--- config.mk ---
export PLATFORM = sky130hd
export DESIGN_NAME = ioc_io_cmd
export DESIGN_NICKNAME = d
export VERILOG_FILES = /design/src/ioc_pkg.sv /design/src/ioc_term_if.sv /design/src/ioc_term_gen.sv /design/src/ioc_io_cmd.sv
export SDC_FILE = /design/constraint.sdc
export NUM_CORES = 1
export LEC_CHECK = 0
export ABC_AREA = 1
export BUFFER_PORTS_ARGS = -buffer_cell sky130_fd_sc_hd__buf_4
export CORE_ASPECT_RATIO = 0.5
export CORE_MARGIN = 2
export CORE_UTILIZATION = 41
export DETAILED_ROUTE_END_ITERATION = 8
export PLACE_DENSITY = 0.58
export SYNTH_ARGS = -nofsm -noshare
export SYNTH_HDL_FRONTEND = slang
export SYNTH_SLANG_ARGS = --single-unit
export TNS_END_PERCENT = 20
--- constraint.sdc ---
create_clock -name hclk -period 5.13 [get_ports hclk]
set_input_delay 0.513 -clock hclk [delete_from_list [all_inputs] [get_ports hclk]]
set_output_delay 0.513 -clock hclk [all_outputs]
set_load 0.01 [all_outputs]
--- src/ioc_pkg.sv ---
// Constants, offsets, field layouts and codes shared by the I/O configuration command handler.
`default_nettype none
package ioc_pkg;
	// Register byte offsets.
	localparam logic [7:0] ADDR_CMD = 8'h00;
	localparam logic [7:0] ADDR_STATUS = 8'h04;
	localparam logic [7:0] ADDR_REPLY = 8'h08;
	localparam logic [7:0] ADDR_FORMAT = 8'h0C;
	localparam logic [7:0] ADDR_INPUTS = 8'h10;
	localparam logic [7:0] ADDR_CHAR = 8'h14;
	localparam logic [7:0] ADDR_TERM = 8'h18;
	// Command word fields.
	localparam int CMD_OP_LSB = 0;
	localparam int CMD_CH_LSB = 8;
	localparam int CMD_ARG_LSB = 16;
	localparam int CMD_STATE_BIT = 24;
	// Reply and status word fields.
	localparam int REPLY_AUX_LSB = 16;
	localparam int REPLY_STATE_BIT = 24;
	localparam int REPLY_UNIFORM_BIT = 25;
	localparam int STATUS_EXP_BIT = 8;
	// Command opcodes.
	localparam logic [3:0] OP_SET_VOUT = 4'h1;
	localparam logic [3:0] OP_GET_VOUT = 4'h2;
	localparam logic [3:0] OP_DIG_IN = 4'h3;
	localparam logic [3:0] OP_GET_DIN = 4'h4;
	localparam logic [3:0] OP_SET_DIN = 4'h5;
	localparam logic [3:0] OP_GET_DOUT = 4'h6;
	localparam logic [3:0] OP_SET_DOUT = 4'h7;
	localparam logic [3:0] OP_DTOA = 4'h8;
	localparam logic [3:0] OP_LIST_VAR = 4'h9;
	localparam logic [3:0] OP_GET_RELAY = 4'hA;
	localparam logic [3:0] OP_SET_RELAY = 4'hB;
	// Result codes.
	localparam logic [1:0] RES_NONE = 2'h0;
	localparam logic [1:0] RES_OK = 2'h1;
	localparam logic [1:0] RES_REJECT = 2'h2;
	localparam logic [1:0] RES_NOT_ENABLED = 2'h3;
	// Limits.
	localparam logic [4:0] VOUT_CH_MAX = 5'h06;
	localparam logic [4:0] RANGE_MAX = 5'h04;
	localparam logic [4:0] DIO_CH_MAX = 5'h10;
	localparam logic [4:0] DIN_IDX_MAX = 5'h0C;
	localparam logic [4:0] DOUT_IDX_MAX = 5'h1F;
	localparam logic [4:0] QTY_COUNT = 5'h06;
	localparam logic [4:0] AOUT_VARS = 5'h16;
	// List classes.
	localparam logic [4:0] CLASS_AOUT = 5'h00;
	localparam logic [4:0] CLASS_LOG = 5'h03;
	// Reset values.
	localparam logic [2:0] RANGE_RST = 3'h0;
	localparam logic [15:0] RELAY_RST = 16'h0000;
	localparam logic FORMAT_RST = 1'b0;
	// Termination bytes and last sequence position.
	localparam logic [7:0] CH_CR = 8'h0D;
	localparam logic [7:0] CH_NL = 8'h0A;
	localparam logic [7:0] CH_S = 8'h73;
	localparam logic [7:0] CH_U = 8'h75;
	localparam logic [7:0] CH_M = 8'h6D;
	localparam logic [7:0] CH_SP = 8'h20;
	localparam logic [3:0] TERM_LAST = 4'h9;

	typedef enum logic {TERM_IDLE, TERM_RUN} ioc_term_e;

	// Analog output and logging variable indices, in list order.
	function automatic logic [5:0] ioc_aout_var(input logic [4:0] pos);
		logic [5:0] v;
		v = 6'h00;
		unique case (pos)
			5'h00: v = 6'h00;
			5'h01: v = 6'h01;
			5'h02: v = 6'h03;
			5'h03: v = 6'h04;
			5'h04: v = 6'h06;
			5'h05: v = 6'h08;
			5'h06: v = 6'h09;
			5'h07: v = 6'h0B;
			5'h08: v = 6'h0C;
			5'h09: v = 6'h0D;
			5'h0A: v = 6'h0F;
			5'h0B: v = 6'h11;
			5'h0C: v = 6'h13;
			5'h0D: v = 6'h1C;
			5'h0E: v = 6'h1D;
			5'h0F: v = 6'h1E;
			5'h10: v = 6'h20;
			5'h11: v = 6'h22;
			5'h12: v = 6'h2D;
			5'h13: v = 6'h32;
			5'h14: v = 6'h34;
			5'h15: v = 6'h35;
			default: v = 6'h00;
		endcase
		return v;
	endfunction
endpackage
`default_nettype wire

--- src/ioc_term_if.sv ---
// Interface between the command handler and its reply terminator generator.
`timescale 1ns/1ns
`default_nettype none
interface ioc_term_if;
	logic char_we;
	logic [7:0] char_data;
	logic start;
	logic fmt;
	logic pop;
	logic [7:0] term_byte;
	logic term_valid;
	logic [15:0] sum;
	modport ctl (output char_we, char_data, start, fmt, pop, input term_byte, term_valid, sum);
	modport gen (input char_we, char_data, start, fmt, pop, output term_byte, term_valid, sum);
endinterface
`default_nettype wire

--- src/ioc_term_gen.sv ---
// Reply terminator generator: byte sum of the reply text and the termination sequence.
`timescale 1ns/1ns
`default_nettype none
module ioc_term_gen
(
	// Clock and reset
	input wire logic hclk,
	input wire logic hresetn,
	// Link to the handler
	ioc_term_if.gen t
);
	import ioc_pkg::*;

	logic [15:0] sum_reg;
	logic [15:0] held_reg;
	logic fmt_reg;
	logic [3:0] pos_reg;
	ioc_term_e state_reg;

	function automatic logic [7:0] hex_char(input logic [3:0] n);
		return (n < 4'hA) ? (8'h30 + {4'h0, n}) : (8'h57 + {4'h0, n});
	endfunction

	// The sum restarts with each new reply so consecutive replies do not accumulate.
	always_ff @(posedge hclk or negedge hresetn)
	begin
		if (!hresetn)
			sum_reg <= 16'h0000;
		else if (t.start)
			sum_reg <= 16'h0000;
		else if (t.char_we)
			sum_reg <= sum_reg + {8'h00, t.char_data};
	end

	always_ff @(posedge hclk or negedge hresetn)
	begin
		if (!hresetn)
		begin
			state_reg <= TERM_IDLE;
			pos_reg <= 4'h0;
			held_reg <= 16'h0000;
			fmt_reg <= FORMAT_RST;
		end
		else if (t.start)
		begin
			state_reg <= TERM_RUN;
			held_reg <= sum_reg;
			fmt_reg <= t.fmt;
			pos_reg <= t.fmt ? 4'h0 : TERM_LAST;
		end
		else if (t.pop && state_reg == TERM_RUN)
		begin
			if (pos_reg == TERM_LAST)
				state_reg <= TERM_IDLE;
			else
				pos_reg <= pos_reg + 4'h1;
		end
	end

	always_comb
	begin
		unique case (pos_reg)
			4'h0: t.term_byte = CH_NL;
			4'h1: t.term_byte = CH_S;
			4'h2: t.term_byte = CH_U;
			4'h3: t.term_byte = CH_M;
			4'h4: t.term_byte = CH_SP;
			4'h5: t.term_byte = hex_char(held_reg[15:12]);
			4'h6: t.term_byte = hex_char(held_reg[11:8]);
			4'h7: t.term_byte = hex_char(held_reg[7:4]);
			4'h8: t.term_byte = hex_char(held_reg[3:0]);
			default: t.term_byte = CH_CR;
		endcase
	end

	assign t.term_valid = (state_reg == TERM_RUN);
	assign t.sum = sum_reg;
endmodule
`default_nettype wire

--- src/ioc_io_cmd.sv ---
// I/O configuration command handler with an AHB-Lite register slave.
// Functional notes
// - Voltage range set needs channel 1 to 6.
// - Range codes: 1=1V, 2=100mV, 3=10V, 4=5V.
// - Code 0 reportable, never accepted when set.
// - Input query returns 16-bit word, MSB input 16.
// - Input query gives channel, index, state.
// - Input action fires on transition to level.
// - Output query gives channel, index, open/closed.
// - Output assign stores index and state.
// - Converter query returns percent of full scale; the code returns the dac_level input unscaled.
// - Unproduced quantity reads as zero level.
// - Defaults: 1-6 voltage, 7-12 current, six quantities.
// - Listing returns one entry per channel.
// - Variable lists return selectable indices per class.
// - Uniform relays report a single open/closed.
// - Mixed relays report word, bit0 relay 1.
// - Relay set addresses relay 1 to 16.
// - Relay set without number sets all relays.
// - Accepted set commands answer ok.
// - Format 00 ends CR; 01 adds sum digits.
// - Voltage range commands refused without expansion hardware.
//
// Local design decisions: the register offsets and the AHB-Lite interface to the registers.
`timescale 1ns/1ns
`default_nettype none
module ioc_io_cmd
#(
	parameter int NUM_DAC = 12,
	parameter int LEVEL_W = 10
)
(
	// Clock and reset
	input wire logic hclk,
	input wire logic hresetn,
	// AHB-Lite slave
	input wire logic hsel,
	input wire logic [31:0] haddr,
	input wire logic [1:0] htrans,
	input wire logic hwrite,
	input wire logic [2:0] hsize,
	input wire logic [31:0] hwdata,
	input wire logic hready,
	output logic hreadyout,
	output logic hresp,
	output logic [31:0] hrdata,
	// Instrument state
	input wire logic expansion_present,
	input wire logic [15:0] din_level,
	input wire logic [NUM_DAC*LEVEL_W-1:0] dac_level,
	input wire logic [ioc_pkg::QTY_COUNT-1:0] qty_avail,
	input wire logic [31:0] var_avail,
	// Configuration outputs
	output logic [17:0] vout_range,
	output logic [15:0] relay_open,
	output logic [15:0] dout_open,
	output logic din_action_valid,
	output logic [3:0] din_action_index
);
	import ioc_pkg::*;

	ioc_term_if tif();

	logic dp_active_reg;
	logic dp_write_reg;
	logic [7:0] dp_addr_reg;
	logic [31:0] rdata_reg;
	logic format_reg;
	logic [1:0] result_reg;
	logic [31:0] reply_reg;
	logic [31:0] last_cmd_reg;
	logic [2:0] range_reg [0:5];
	logic [3:0] din_idx_reg [0:15];
	logic [15:0] din_high_reg;
	logic [4:0] dout_idx_reg [0:15];
	logic [15:0] dout_open_reg;
	logic [15:0] relay_reg;
	logic [15:0] din_prev_reg;
	logic act_valid_reg;
	logic [3:0] act_index_reg;
	logic [LEVEL_W-1:0] level [0:NUM_DAC-1];

	logic addr_take;
	logic cmd_go;
	logic [3:0] op;
	logic [4:0] ch;
	logic [4:0] arg;
	logic st;
	logic [3:0] chi;
	logic [1:0] result_next;
	logic [31:0] reply_next;
	logic [4:0] qty;
	logic act_hit;
	logic [3:0] act_idx;

	function automatic logic in_range(input logic [4:0] v, input logic [4:0] lo, input logic [4:0] hi);
		return (v >= lo) && (v <= hi);
	endfunction

	genvar g;
	generate
		for (g = 0; g < NUM_DAC; g++)
		begin : g_lvl
			assign level[g] = dac_level[g*LEVEL_W +: LEVEL_W];
		end
		for (g = 0; g < 6; g++)
		begin : g_rng
			assign vout_range[g*3 +: 3] = range_reg[g];
		end
	endgenerate

	// The slave never stalls, so every response is zero wait state and OKAY.
	assign hreadyout = 1'b1;
	assign hresp = 1'b0;
	assign hrdata = rdata_reg;
	assign addr_take = hsel && htrans[1] && hready;

	always_ff @(posedge hclk or negedge hresetn)
	begin
		if (!hresetn)
		begin
			dp_active_reg <= 1'b0;
			dp_write_reg <= 1'b0;
			dp_addr_reg <= 8'h00;
		end
		else if (hready)
		begin
			dp_active_reg <= addr_take;
			dp_write_reg <= hwrite;
			dp_addr_reg <= haddr[7:0];
		end
	end

	// Read data is captured at the address phase so it stands through the data phase.
	always_ff @(posedge hclk or negedge hresetn)
	begin
		if (!hresetn)
			rdata_reg <= 32'h00000000;
		else if (addr_take && !hwrite)
		begin
			unique case (haddr[7:0])
				ADDR_CMD: rdata_reg <= last_cmd_reg;
				ADDR_STATUS: rdata_reg <= {23'h000000, expansion_present, 6'h00, result_reg};
				ADDR_REPLY: rdata_reg <= reply_reg;
				ADDR_FORMAT: rdata_reg <= {31'h00000000, format_reg};
				ADDR_INPUTS: rdata_reg <= {16'h0000, din_level};
				ADDR_CHAR: rdata_reg <= {16'h0000, tif.sum};
				ADDR_TERM: rdata_reg <= {23'h000000, tif.term_valid, tif.term_byte};
				default: rdata_reg <= 32'h00000000;
			endcase
		end
	end

	assign tif.pop = addr_take && !hwrite && haddr[7:0] == ADDR_TERM;
	assign tif.char_we = dp_active_reg && dp_write_reg && dp_addr_reg == ADDR_CHAR;
	assign tif.char_data = hwdata[7:0];
	assign tif.start = dp_active_reg && dp_write_reg && dp_addr_reg == ADDR_TERM;
	assign tif.fmt = format_reg;

	ioc_term_gen u_term
	(
		.hclk(hclk),
		.hresetn(hresetn),
		.t(tif.gen)
	);

	always_ff @(posedge hclk or negedge hresetn)
	begin
		if (!hresetn)
			format_reg <= FORMAT_RST;
		else if (dp_active_reg && dp_write_reg && dp_addr_reg == ADDR_FORMAT)
			format_reg <= hwdata[0];
	end

	assign cmd_go = dp_active_reg && dp_write_reg && dp_addr_reg == ADDR_CMD;
	assign op = hwdata[CMD_OP_LSB +: 4];
	assign ch = hwdata[CMD_CH_LSB +: 5];
	assign arg = hwdata[CMD_ARG_LSB +: 5];
	assign st = hwdata[CMD_STATE_BIT];
	assign chi = 4'(ch - 5'h01);
	// Converters repeat the six quantities, voltage group first, current group second.
	assign qty = (ch > QTY_COUNT) ? 5'(ch - QTY_COUNT - 5'h01) : 5'(ch - 5'h01);

	always_comb
	begin
		result_next = RES_REJECT;
		reply_next = 32'h00000000;
		unique case (op)
			OP_SET_VOUT, OP_GET_VOUT:
			begin
				if (!expansion_present)
					result_next = RES_NOT_ENABLED;
				else if (in_range(ch, 5'h01, VOUT_CH_MAX))
				begin
					if (op == OP_GET_VOUT)
					begin
						result_next = RES_OK;
						reply_next = {29'h00000000, range_reg[chi[2:0]]};
					end
					else if (in_range(arg, 5'h01, RANGE_MAX))
						result_next = RES_OK;
				end
			end
			OP_DIG_IN:
			begin
				result_next = RES_OK;
				reply_next = {16'h0000, din_level};
			end
			OP_GET_DIN:
			begin
				if (in_range(ch, 5'h01, DIO_CH_MAX))
				begin
					result_next = RES_OK;
					reply_next = {7'h00, din_high_reg[chi], 4'h0, din_idx_reg[chi], 11'h000, ch};
				end
			end
			OP_SET_DIN:
			begin
				if (in_range(ch, 5'h01, DIO_CH_MAX) && in_range(arg, 5'h01, DIN_IDX_MAX))
					result_next = RES_OK;
			end
			OP_GET_DOUT:
			begin
				if (in_range(ch, 5'h01, DIO_CH_MAX))
				begin
					result_next = RES_OK;
					reply_next = {7'h00, dout_open_reg[chi], 3'h0, dout_idx_reg[chi], 11'h000, ch};
				end
			end
			OP_SET_DOUT:
			begin
				if (in_range(ch, 5'h01, DIO_CH_MAX) && in_range(arg, 5'h01, DOUT_IDX_MAX))
					result_next = RES_OK;
			end
			OP_DTOA:
			begin
				if (ch >= 5'h01 && 32'(ch) <= NUM_DAC)
				begin
					result_next = RES_OK;
					reply_next[REPLY_AUX_LSB +: 5] = qty;
					reply_next[REPLY_STATE_BIT] = (ch > QTY_COUNT);
					if (qty_avail[qty[2:0]])
						reply_next[LEVEL_W-1:0] = level[chi];
				end
			end
			OP_LIST_VAR:
			begin
				if (arg == CLASS_AOUT || arg == CLASS_LOG)
				begin
					if (ch < AOUT_VARS && var_avail[ch])
					begin
						result_next = RES_OK;
						reply_next = {26'h0000000, ioc_aout_var(ch)};
					end
				end
				else if (arg < CLASS_LOG && ch < DIN_IDX_MAX && var_avail[ch])
				begin
					result_next = RES_OK;
					reply_next = {27'h0000000, 5'(ch + 5'h01)};
				end
			end
			OP_GET_RELAY:
			begin
				result_next = RES_OK;
				reply_next = {16'h0000, relay_reg};
				reply_next[REPLY_STATE_BIT] = relay_reg[0];
				reply_next[REPLY_UNIFORM_BIT] = (relay_reg == 16'h0000) || (relay_reg == 16'hFFFF);
			end
			OP_SET_RELAY:
			begin
				if (ch <= DIO_CH_MAX)
					result_next = RES_OK;
			end
			default: result_next = RES_REJECT;
		endcase
	end

	always_ff @(posedge hclk or negedge hresetn)
	begin
		if (!hresetn)
		begin
			result_reg <= RES_NONE;
			reply_reg <= 32'h00000000;
			last_cmd_reg <= 32'h00000000;
		end
		else if (cmd_go)
		begin
			result_reg <= result_next;
			reply_reg <= reply_next;
			last_cmd_reg <= hwdata;
		end
	end

	// Every configuration store below (ranges, inputs, outputs, relays) commits only on an accepted command.
	always_ff @(posedge hclk or negedge hresetn)
	begin
		if (!hresetn)
		begin
			for (int i = 0; i < 6; i++)
				range_reg[i] <= RANGE_RST;
		end
		else if (cmd_go && op == OP_SET_VOUT && result_next == RES_OK)
			range_reg[chi[2:0]] <= arg[2:0];
	end

	always_ff @(posedge hclk or negedge hresetn)
	begin
		if (!hresetn)
		begin
			for (int i = 0; i < 16; i++)
				din_idx_reg[i] <= 4'h0;
			din_high_reg <= 16'h0000;
		end
		else if (cmd_go && op == OP_SET_DIN && result_next == RES_OK)
		begin
			din_idx_reg[chi] <= arg[3:0];
			din_high_reg[chi] <= st;
		end
	end

	always_ff @(posedge hclk or negedge hresetn)
	begin
		if (!hresetn)
		begin
			for (int i = 0; i < 16; i++)
				dout_idx_reg[i] <= 5'h00;
			dout_open_reg <= 16'h0000;
		end
		else if (cmd_go && op == OP_SET_DOUT && result_next == RES_OK)
		begin
			dout_idx_reg[chi] <= arg;
			dout_open_reg[chi] <= st;
		end
	end
	assign dout_open = dout_open_reg;

	always_ff @(posedge hclk or negedge hresetn)
	begin
		if (!hresetn)
			relay_reg <= RELAY_RST;
		else if (cmd_go && op == OP_SET_RELAY && result_next == RES_OK)
		begin
			if (ch == 5'h00)
				relay_reg <= {16{st}};
			else
				relay_reg[chi] <= st;
		end
	end
	assign relay_open = relay_reg;

	// With several inputs firing together the lowest channel wins; the others are dropped.
	always_comb
	begin
		act_hit = 1'b0;
		act_idx = 4'h0;
		for (int i = 15; i >= 0; i--)
		begin
			if (din_level[i] != din_prev_reg[i] && din_level[i] == din_high_reg[i] && din_idx_reg[i] != 4'h0)
			begin
				act_hit = 1'b1;
				act_idx = din_idx_reg[i];
			end
		end
	end

	always_ff @(posedge hclk or negedge hresetn)
	begin
		if (!hresetn)
		begin
			din_prev_reg <= 16'h0000;
			act_valid_reg <= 1'b0;
			act_index_reg <= 4'h0;
		end
		else
		begin
			din_prev_reg <= din_level;
			act_valid_reg <= act_hit;
			act_index_reg <= act_idx;
		end
	end
	assign din_action_valid = act_valid_reg;
	assign din_action_index = act_index_reg;

	logic unused_ok;
	assign unused_ok = &{1'b0, hsize, haddr[31:8], hwdata[31:25]};
endmodule
`default_nettype wire

======== Yosys cells after proc, flatten, opt, wreduce, memory -nomap -nowiden ========
Memories as Yosys holds them, arrays and structs flattened.
Index checks and enable logic that the tools add are counted.
word-level totals
  register bits after elaboration ......... 377
  bits in read-only memories .............. 192
  input port bits ......................... 249
  output and inout port bits .............. 89
  logic and storage cells ................. 373
  memories kept ........................... 1
memory list
  memory           depth  bits a word  rd ports  clocked after Yosys merged registers in  wr ports  RTL line       RTL
  (no name shown)  32     6            1         0                                        0         ioc_pkg.sv:69  unique case (pos)
cells by class
  $add $sub $neg .......................... 14
  order comparisons ....................... 24
  equal/unequal tests ..................... 65
  multiplexer cells ....................... 114
  bitwise operators ....................... 2
  reductions and logical operators ........ 97
operators with widths
  operator             count
  $pmux 32 s7          1
  $mux 4               23
  $bwmux 80            1
  $pmux 8 s9           1
  $pmux 10 s7          1
  $bwmux 64            1
  $logic_and 1x1->1    64
  $reduce_bool 4->1    16
  $mux 25              2
  $bwmux 16            3
  $mux 16              3
  $bmux 10 s4          1
  $eq 8x5->1 const B   5
  $mux 10              4
  $pmux 6 s6           1
  $pmux 7 s5           1
  $add 7x4->8 const A  4
  $eq 4x3->1 const B   8
  $mux 32              1
  $mux 8               4
  $mux 5               6
  $add 6x4->7 const A  4
  $mux 1               25
  $pmux 5 s5           1
  61 further kinds     135

======== Depth between registers and ports, before layout ========
  depth in word-level cells ............... 19
  gate-level depth with buffers ........... 22
  gate-level depth less buffers ........... 21

======== Cells and area by module ========
A second synthesis with hierarchy kept.
unflattened totals
  cells, all modules ...................... 2,967
  area, all modules ....................... 22,121.2 um^2
by module, submodules not included
  module        instances  cells an instance  area each (um^2)  sequential area each (um^2)
  ioc_io_cmd    1          2,587              19,409.9          8,282.9
  ioc_term_gen  1          380                2,711.4           925.9

======== Worst setup path before layout ========
No wires, ideal clock.
  path type ............................... input to register
  start ................................... input port hwdata[8]
  end ..................................... register reply_reg[19]
  library setup time ...................... 122 ps
  arrival ................................. 3,541 ps
  data required time ...................... 5,008 ps
  setup slack ............................. 1,467 ps
  cell stages on the path ................. 19
  path buffers ............................ 7
  cell sequence ........................... buf_4 -> inv_2 -> buf_4 -> buf_6 -> buf_2 -> buf_1 -> clkbuf_1 -> ha_1 -> inv_1 -> ha_1 -> nand2_1 -> inv_1 -> clkbuf_1 -> o21ai_0 -> o2111ai_1 -> o21ai_0 -> a22o_1 -> nand2_1 -> a21oi_1
on the way
  cells in the longest elaborated chain, start to end .. 7
  elaborated cells between the ends (all ways) .. 21
  classes of those cells .................. 3 x add/sub; 4 x order compare; 11 x mux; 1 x bitwise; 2 x reduce/logical
RTL lines
  what                                                                         RTL line                              RTL
  start, declared                                                              ioc_io_cmd.sv:42                      input wire logic [31:0] hwdata,
  $sub 5x1->5                                                                  ioc_io_cmd.sv:182                     assign qty = (ch > QTY_COUNT) ? 5'(ch - QTY_COUNT - 5'h01) : 5'(ch - 5'h01);
  $not 4->5 (not written as such)                                              ioc_io_cmd.sv:214, ioc_io_cmd.sv:227
  $bmux 5 s4 / $bmux 4 s4 (equally long branches)                              ioc_io_cmd.sv:227, ioc_io_cmd.sv:214
  $mux 5 (not written as such) / $mux 4 (equally long branches) (2 in series)  ioc_io_cmd.sv:227, ioc_io_cmd.sv:214
  $mux 25, on equally long branches                                            ioc_io_cmd.sv:224, ioc_io_cmd.sv:211
  $pmux 5 s5 (*)                                                               ioc_io_cmd.sv:188                     unique case (op)
  end signal, assigned                                                         ioc_io_cmd.sv:289                     reply_reg <= reply_next;
  end, declared                                                                ioc_io_cmd.sv:70                      logic [31:0] reply_reg;
Every way passes the cells marked *; elsewhere a longest branch is shown, timed or not. The select of a mux whose other input is x is not followed.
A chain may end at the register's enable or synchronous reset.

======== Worst setup path in the final report ========
  start ................................... input port hwdata[8]
  end ..................................... register dout_idx_reg[65] (netlist bit)
on the way
  cells in the longest elaborated chain, start to end .. 8
  elaborated cells between the ends (all ways) .. 37
  classes of those cells .................. 1 x add/sub; 8 x order compare; 1 x eq/ne; 16 x mux; 1 x bitwise; 10 x reduce/logical
RTL lines
  what                                                                 RTL line           RTL
  parallel branches: the longest is 8 deep, another holds $sub 5x1->5  -
  end signal, assigned by index                                        ioc_io_cmd.sv:331  dout_idx_reg[chi] <= arg;
  end, declared                                                        ioc_io_cmd.sv:75   logic [4:0] dout_idx_reg [0:15];
Several ways; the timed one is not identified. The select of a mux whose other input is x is not followed.

==> insert_results.sql <==
INSERT INTO impl_metrics (metric_group, metric, value, unit) VALUES
('min_path', 'worstHoldPathCells', '1', ''),
('detailed_routing', 'top_signal_layer_used', 'met5', ''),
('synthesis', 'synth.area.top_cells', 'sky130_fd_sc_hd__dfrtp_1 43%, sky130_fd_sc_hd__nand2_1 15%, sky130_fd_sc_hd__o21ai_0 7.8%, sky130_fd_sc_hd__inv_1 4.7%, sky130_fd_sc_hd__nor2_1 4.1%', ''),
('timing', 'tightest_slew', '1.13', 'ns'),
('cells_and_area', 'fillerInstances', '5159', ''),
('synthesis', 'mappedNetlistNets', '3219', ''),
('synthesis', 'largest_area_contributor_in_the_synthesized_netlist', 'sky130_fd_sc_hd__dfrtp_1', ''),
('timing', 'fin_worst_hold_slack', '0.0727', 'ns'),
('setup_path', 'worst_r2r_path_depth', '11', ''),
('timing', 'totalNegativeSetupSlack', '0', 'ns'),
('synthesis', 'synth_top_area_share', '42.8', '%'),
('cells_and_area', 'layout-area-overhead-vs-synth', '19.3', '%'),
('synthesis', 'synth_seq_cells', '368', ''),
('die', 'die_outline_area', '54500', 'um^2'),
('global_route', 'grt_use_total', '29.3', '%'),
('die', 'starting_utilization_of_the_core_area', '41.5', '%'),
('cells_and_area', 'layout.area.seq', '9210', 'um^2'),
('cells_and_area', 'drive_above_1_share', '14.5', '%'),
('flow_run', 'maxCapViolCount', '0', ''),
('setup_path', 'cp_max_fo', '54', ''),
('detailed_routing', 'num_vias', '21600', ''),
('clocking', 'postCtsResizedCells', '0', ''),
('setup_path', 'required', '5.53', 'ns'),
('timing', 'max_clock_freq', '281', 'MHz'),
('synthesis', 'ys.flop_type', 'sky130_fd_sc_hd__dfrtp_1', ''),
('setup_path', 'worst_setup_path_start_kind', 'input port', ''),
('place', 'port_buffers', '307', ''),
('detailed_routing', 'detail_route.iter0.violations', '2316', ''),
('timing', 'finalSetupViolCount', '0', ''),
('timing', 'period_share', '69.3', '%'),
('global_route', 'grt_overflow', '0', ''),
('pwr', 'power_per_cell_area', '274', 'nW/um^2'),
('synthesis', 'syn_area', '21500', 'um^2'),
('detailed_routing', 'drc', '0', ''),
('detailed_routing', 'drt-total-wl', '80800', 'um'),
('cells_and_area', 'largest_register_ff_count', '80', ''),
('clocking', 'cts_max_path_buffers', '3', ''),
('outcome', 'status', 'finished, final reports clean', ''),
('global_route', 'grt_pass1_vias', '20200', ''),
('die', 'die_width', '328', 'um'),
('timing', 'fin_crit', '3.56', 'ns'),
('timing', 'finalClockSkew', '0.0210', 'ns'),
('cells_and_area', 'fin_nets', '3458', ''),
('cells_and_area', 'antenna_cells_inserted', '0', ''),
('synthesis', 'synth.lib_cells_used.distinct', '58', ''),
('pwr', 'leakagePower', '12.3', 'nW'),
('setup_path', 'cp_data_arrival_time', '3.95', 'ns'),
('place', 'place_inst', '3842', ''),
('detailed_routing', 'via_per_inst', '5.52', ''),
('timing', 'timing_max_transition_violations_final', '0', ''),
('timing', 'max-slew-margin-rel', '22.9', '%'),
('setup_path', 'criticalPathCategory', 'input port to flip-flop', ''),
('cells_and_area', 'stdcell_count', '3910', ''),
('detailed_routing', 'length_of_routed_met2_wiring', '35600', 'um'),
('detailed_routing', 'routedWlPerCell', '20.7', 'um'),
('cells_and_area', 'multi_input_comb_area', '10600', 'um^2'),
('global_route', 'global_route_wire_length_before_repair', '123000', 'um'),
('min_path', 'hp-class', 'input port to flip-flop', ''),
('pwr', 'irDropWorstVdd', '160', 'uV'),
('setup_path', 'worst-r2r-setup-slack', '1.79', 'ns'),
('synthesis', 'synth-warning-count', '0', ''),
('setup_path', 'critPathCaptureType', 'flip-flop', ''),
('timing', 'postLayoutSetupSlackWorst', '1.57', 'ns'),
('clocking', 'cts-root-buf', 'sky130_fd_sc_hd__clkbuf_16', ''),
('die', 'dieHeight', '166', 'um'),
('clocking', 'numCtsBuffers', '39', ''),
('detailed_routing', 'routed_length_on_met1', '36900', 'um'),
('detailed_routing', 'drt_first_pass_iters', '6', ''),
('synthesis', 'async_flop_share', '100', '%'),
('clocking', 'insertion_delay', '0.56', 'ns'),
('die', 'core_outline_area', '51900', 'um^2');
-- metal layers --
layer	GRT usage (%)	vias up
li1	-	10300
met1	41.9	10400
met2	44.7	736
met3	7.00	123
met4	7.36	6
met5	0	-
-- logic make-up (layout without fill, tap and decap cells) --
| logic type | Yosys count | after routing | synth area share (%) |
|---|---|---|---|
| AND/OR/NAND/NOR | 1349 | 1349 | 27.3 |
| other | 2 | 2 | 0.0349 |
| adder cells (fa/ha/maj) | 26 | 26 | 1.55 |
| AO/OA/AOI/OAI | 759 | 759 | 20.0 |
| flip-flops | 368 | 368 | 42.8 |
| XOR/XNOR | 4 | 4 | 0.163 |
| buffers and inverters | 435 | 700 | 8.13 |
| multiplexers | 1 | 1 | 0.0465 |
-- worst paths after layout --
path / to / from
setup / recovery: dout_idx_reg[65] / hwdata[8]
hold / removal: din_prev_reg[7] / din_level[7]
setup reg to reg: din_idx_reg[37] / dp_addr_reg[7]
hold reg to reg: dp_addr_reg[0] / dp_addr_reg[0]
max in group asynchronous: dout_idx_reg[4] / hresetn
min in group asynchronous: u_term.held_reg[13] / hresetn
-- through the flow --
stage / util, % / area [um^2] / total power, mW
floorplan: - / 21500 / 3.62
global placement: 47.0 / 24400 / 4.12
detailed placement: 47.0 / 24400 / 4.13
CTS: 49.5 / 25700 / 7.07
global route: 49.5 / 25700 / 7.32
finish: 49.5 / 25700 / 7.04
-- worst max-delay path: stages --
cell and delay, ns:
sky130_fd_sc_hd__buf_6 0.17, sky130_fd_sc_hd__inv_6 0.17, sky130_fd_sc_hd__buf_4 0.49, sky130_fd_sc_hd__o21ai_0 0.14
sky130_fd_sc_hd__o22ai_1 0.14, sky130_fd_sc_hd__nand2_1 0.08, sky130_fd_sc_hd__nand3_1 0.08, sky130_fd_sc_hd__nand2_1 0.06
sky130_fd_sc_hd__nand2_1 0.07, sky130_fd_sc_hd__inv_1 0.04, sky130_fd_sc_hd__nand2_1 0.17, sky130_fd_sc_hd__nand3_1 0.30
sky130_fd_sc_hd__nand3_4 0.52, sky130_fd_sc_hd__nand4_1 0.68, sky130_fd_sc_hd__nand2_1 0.20, sky130_fd_sc_hd__o21ai_1 0.08
-- power by group --
part           switching (mW)  internal (mW)  leakage, nW
Combinational           0.707          0.343         6.90
Clock                    1.25           1.69        0.621
Sequential             0.0550           2.99         4.77
-- cell usage after synthesis, types with 12 or more instances --
| cell type | count |
|---|---|
| sky130_fd_sc_hd__clkbuf_1 | 107 |
| sky130_fd_sc_hd__nand4_1 | 51 |
| sky130_fd_sc_hd__a21oi_1 | 159 |
| sky130_fd_sc_hd__buf_2 | 23 |
| sky130_fd_sc_hd__o22ai_1 | 28 |
| sky130_fd_sc_hd__nand4_4 | 19 |
| sky130_fd_sc_hd__nand3_1 | 107 |
| sky130_fd_sc_hd__nand2_1 | 873 |
| sky130_fd_sc_hd__inv_1 | 268 |
| sky130_fd_sc_hd__ha_1 | 25 |
| sky130_fd_sc_hd__a211oi_1 | 12 |
| sky130_fd_sc_hd__o221ai_1 | 23 |
| sky130_fd_sc_hd__o21ai_1 | 86 |
| sky130_fd_sc_hd__o211ai_1 | 21 |
| sky130_fd_sc_hd__o21ai_0 | 334 |
| sky130_fd_sc_hd__a22oi_1 | 21 |
| sky130_fd_sc_hd__nor3_1 | 32 |
| sky130_fd_sc_hd__nor2_1 | 233 |
| sky130_fd_sc_hd__dfrtp_1 | 368 |
-- cell type report --
cell class,instances,share of cell area (%)
timing repair buffer,354,10.4
inverter,279,4.10
tap,701,3.41
multi-input combinational,2141,41.2
clock buffer,56,4.41
clock inverter,11,0.550
sequential,368,35.8
-- timing repair --
| item | in CTS | in global routing |
|---|---|---|
| setup buffers | 0 | 0 |
| endpoints found under the hold margin | 62 | 0 |
| hold buffers | 1 | 0 |
| endpoints found under the setup margin | 0 | 0 |
-- cells in the final DEF (no fill, tap or decap), types with 3 or more instances in the layout --
cell type                   Yosys  layout
sky130_fd_sc_hd__a2111oi_0      3       3
sky130_fd_sc_hd__a211oi_1      12      12
sky130_fd_sc_hd__a21o_1         6       6
sky130_fd_sc_hd__a21oi_1      159     159
sky130_fd_sc_hd__a221oi_1      10      10
sky130_fd_sc_hd__a22o_1         5       5
sky130_fd_sc_hd__a22oi_1       21      21
sky130_fd_sc_hd__a31oi_1        8       8
sky130_fd_sc_hd__a32o_1         8       8
sky130_fd_sc_hd__a32oi_1        6       6
sky130_fd_sc_hd__buf_4          8     350
sky130_fd_sc_hd__bufinv_16      0       3
sky130_fd_sc_hd__clkbuf_1     107      10
sky130_fd_sc_hd__clkbuf_16      0      41
sky130_fd_sc_hd__clkbuf_8       0       5
sky130_fd_sc_hd__clkinv_2       0       5
sky130_fd_sc_hd__dfrtp_1      368     368
sky130_fd_sc_hd__ha_1          25      25
sky130_fd_sc_hd__inv_1        268     266
sky130_fd_sc_hd__inv_2          9      10
sky130_fd_sc_hd__nand2_1      873     873
sky130_fd_sc_hd__nand3_1      107     105
sky130_fd_sc_hd__nand4_1       51      51
sky130_fd_sc_hd__nand4_2        9       9
sky130_fd_sc_hd__nand4_4       19      19
sky130_fd_sc_hd__nor2_1       233     231
sky130_fd_sc_hd__nor2_2         3       5
sky130_fd_sc_hd__nor3_1        32      32
sky130_fd_sc_hd__nor4_1        11      11
sky130_fd_sc_hd__o2111ai_1     11      11
sky130_fd_sc_hd__o211ai_1      21      21
sky130_fd_sc_hd__o21ai_0      334     334
sky130_fd_sc_hd__o21ai_1       86      86
sky130_fd_sc_hd__o221ai_1      23      23
sky130_fd_sc_hd__o22ai_1       28      28
sky130_fd_sc_hd__o31ai_1        5       5
sky130_fd_sc_hd__o41ai_1        6       6
sky130_fd_sc_hd__xor2_1         4       4
Note: power is estimated with default switching activity, not from simulation.
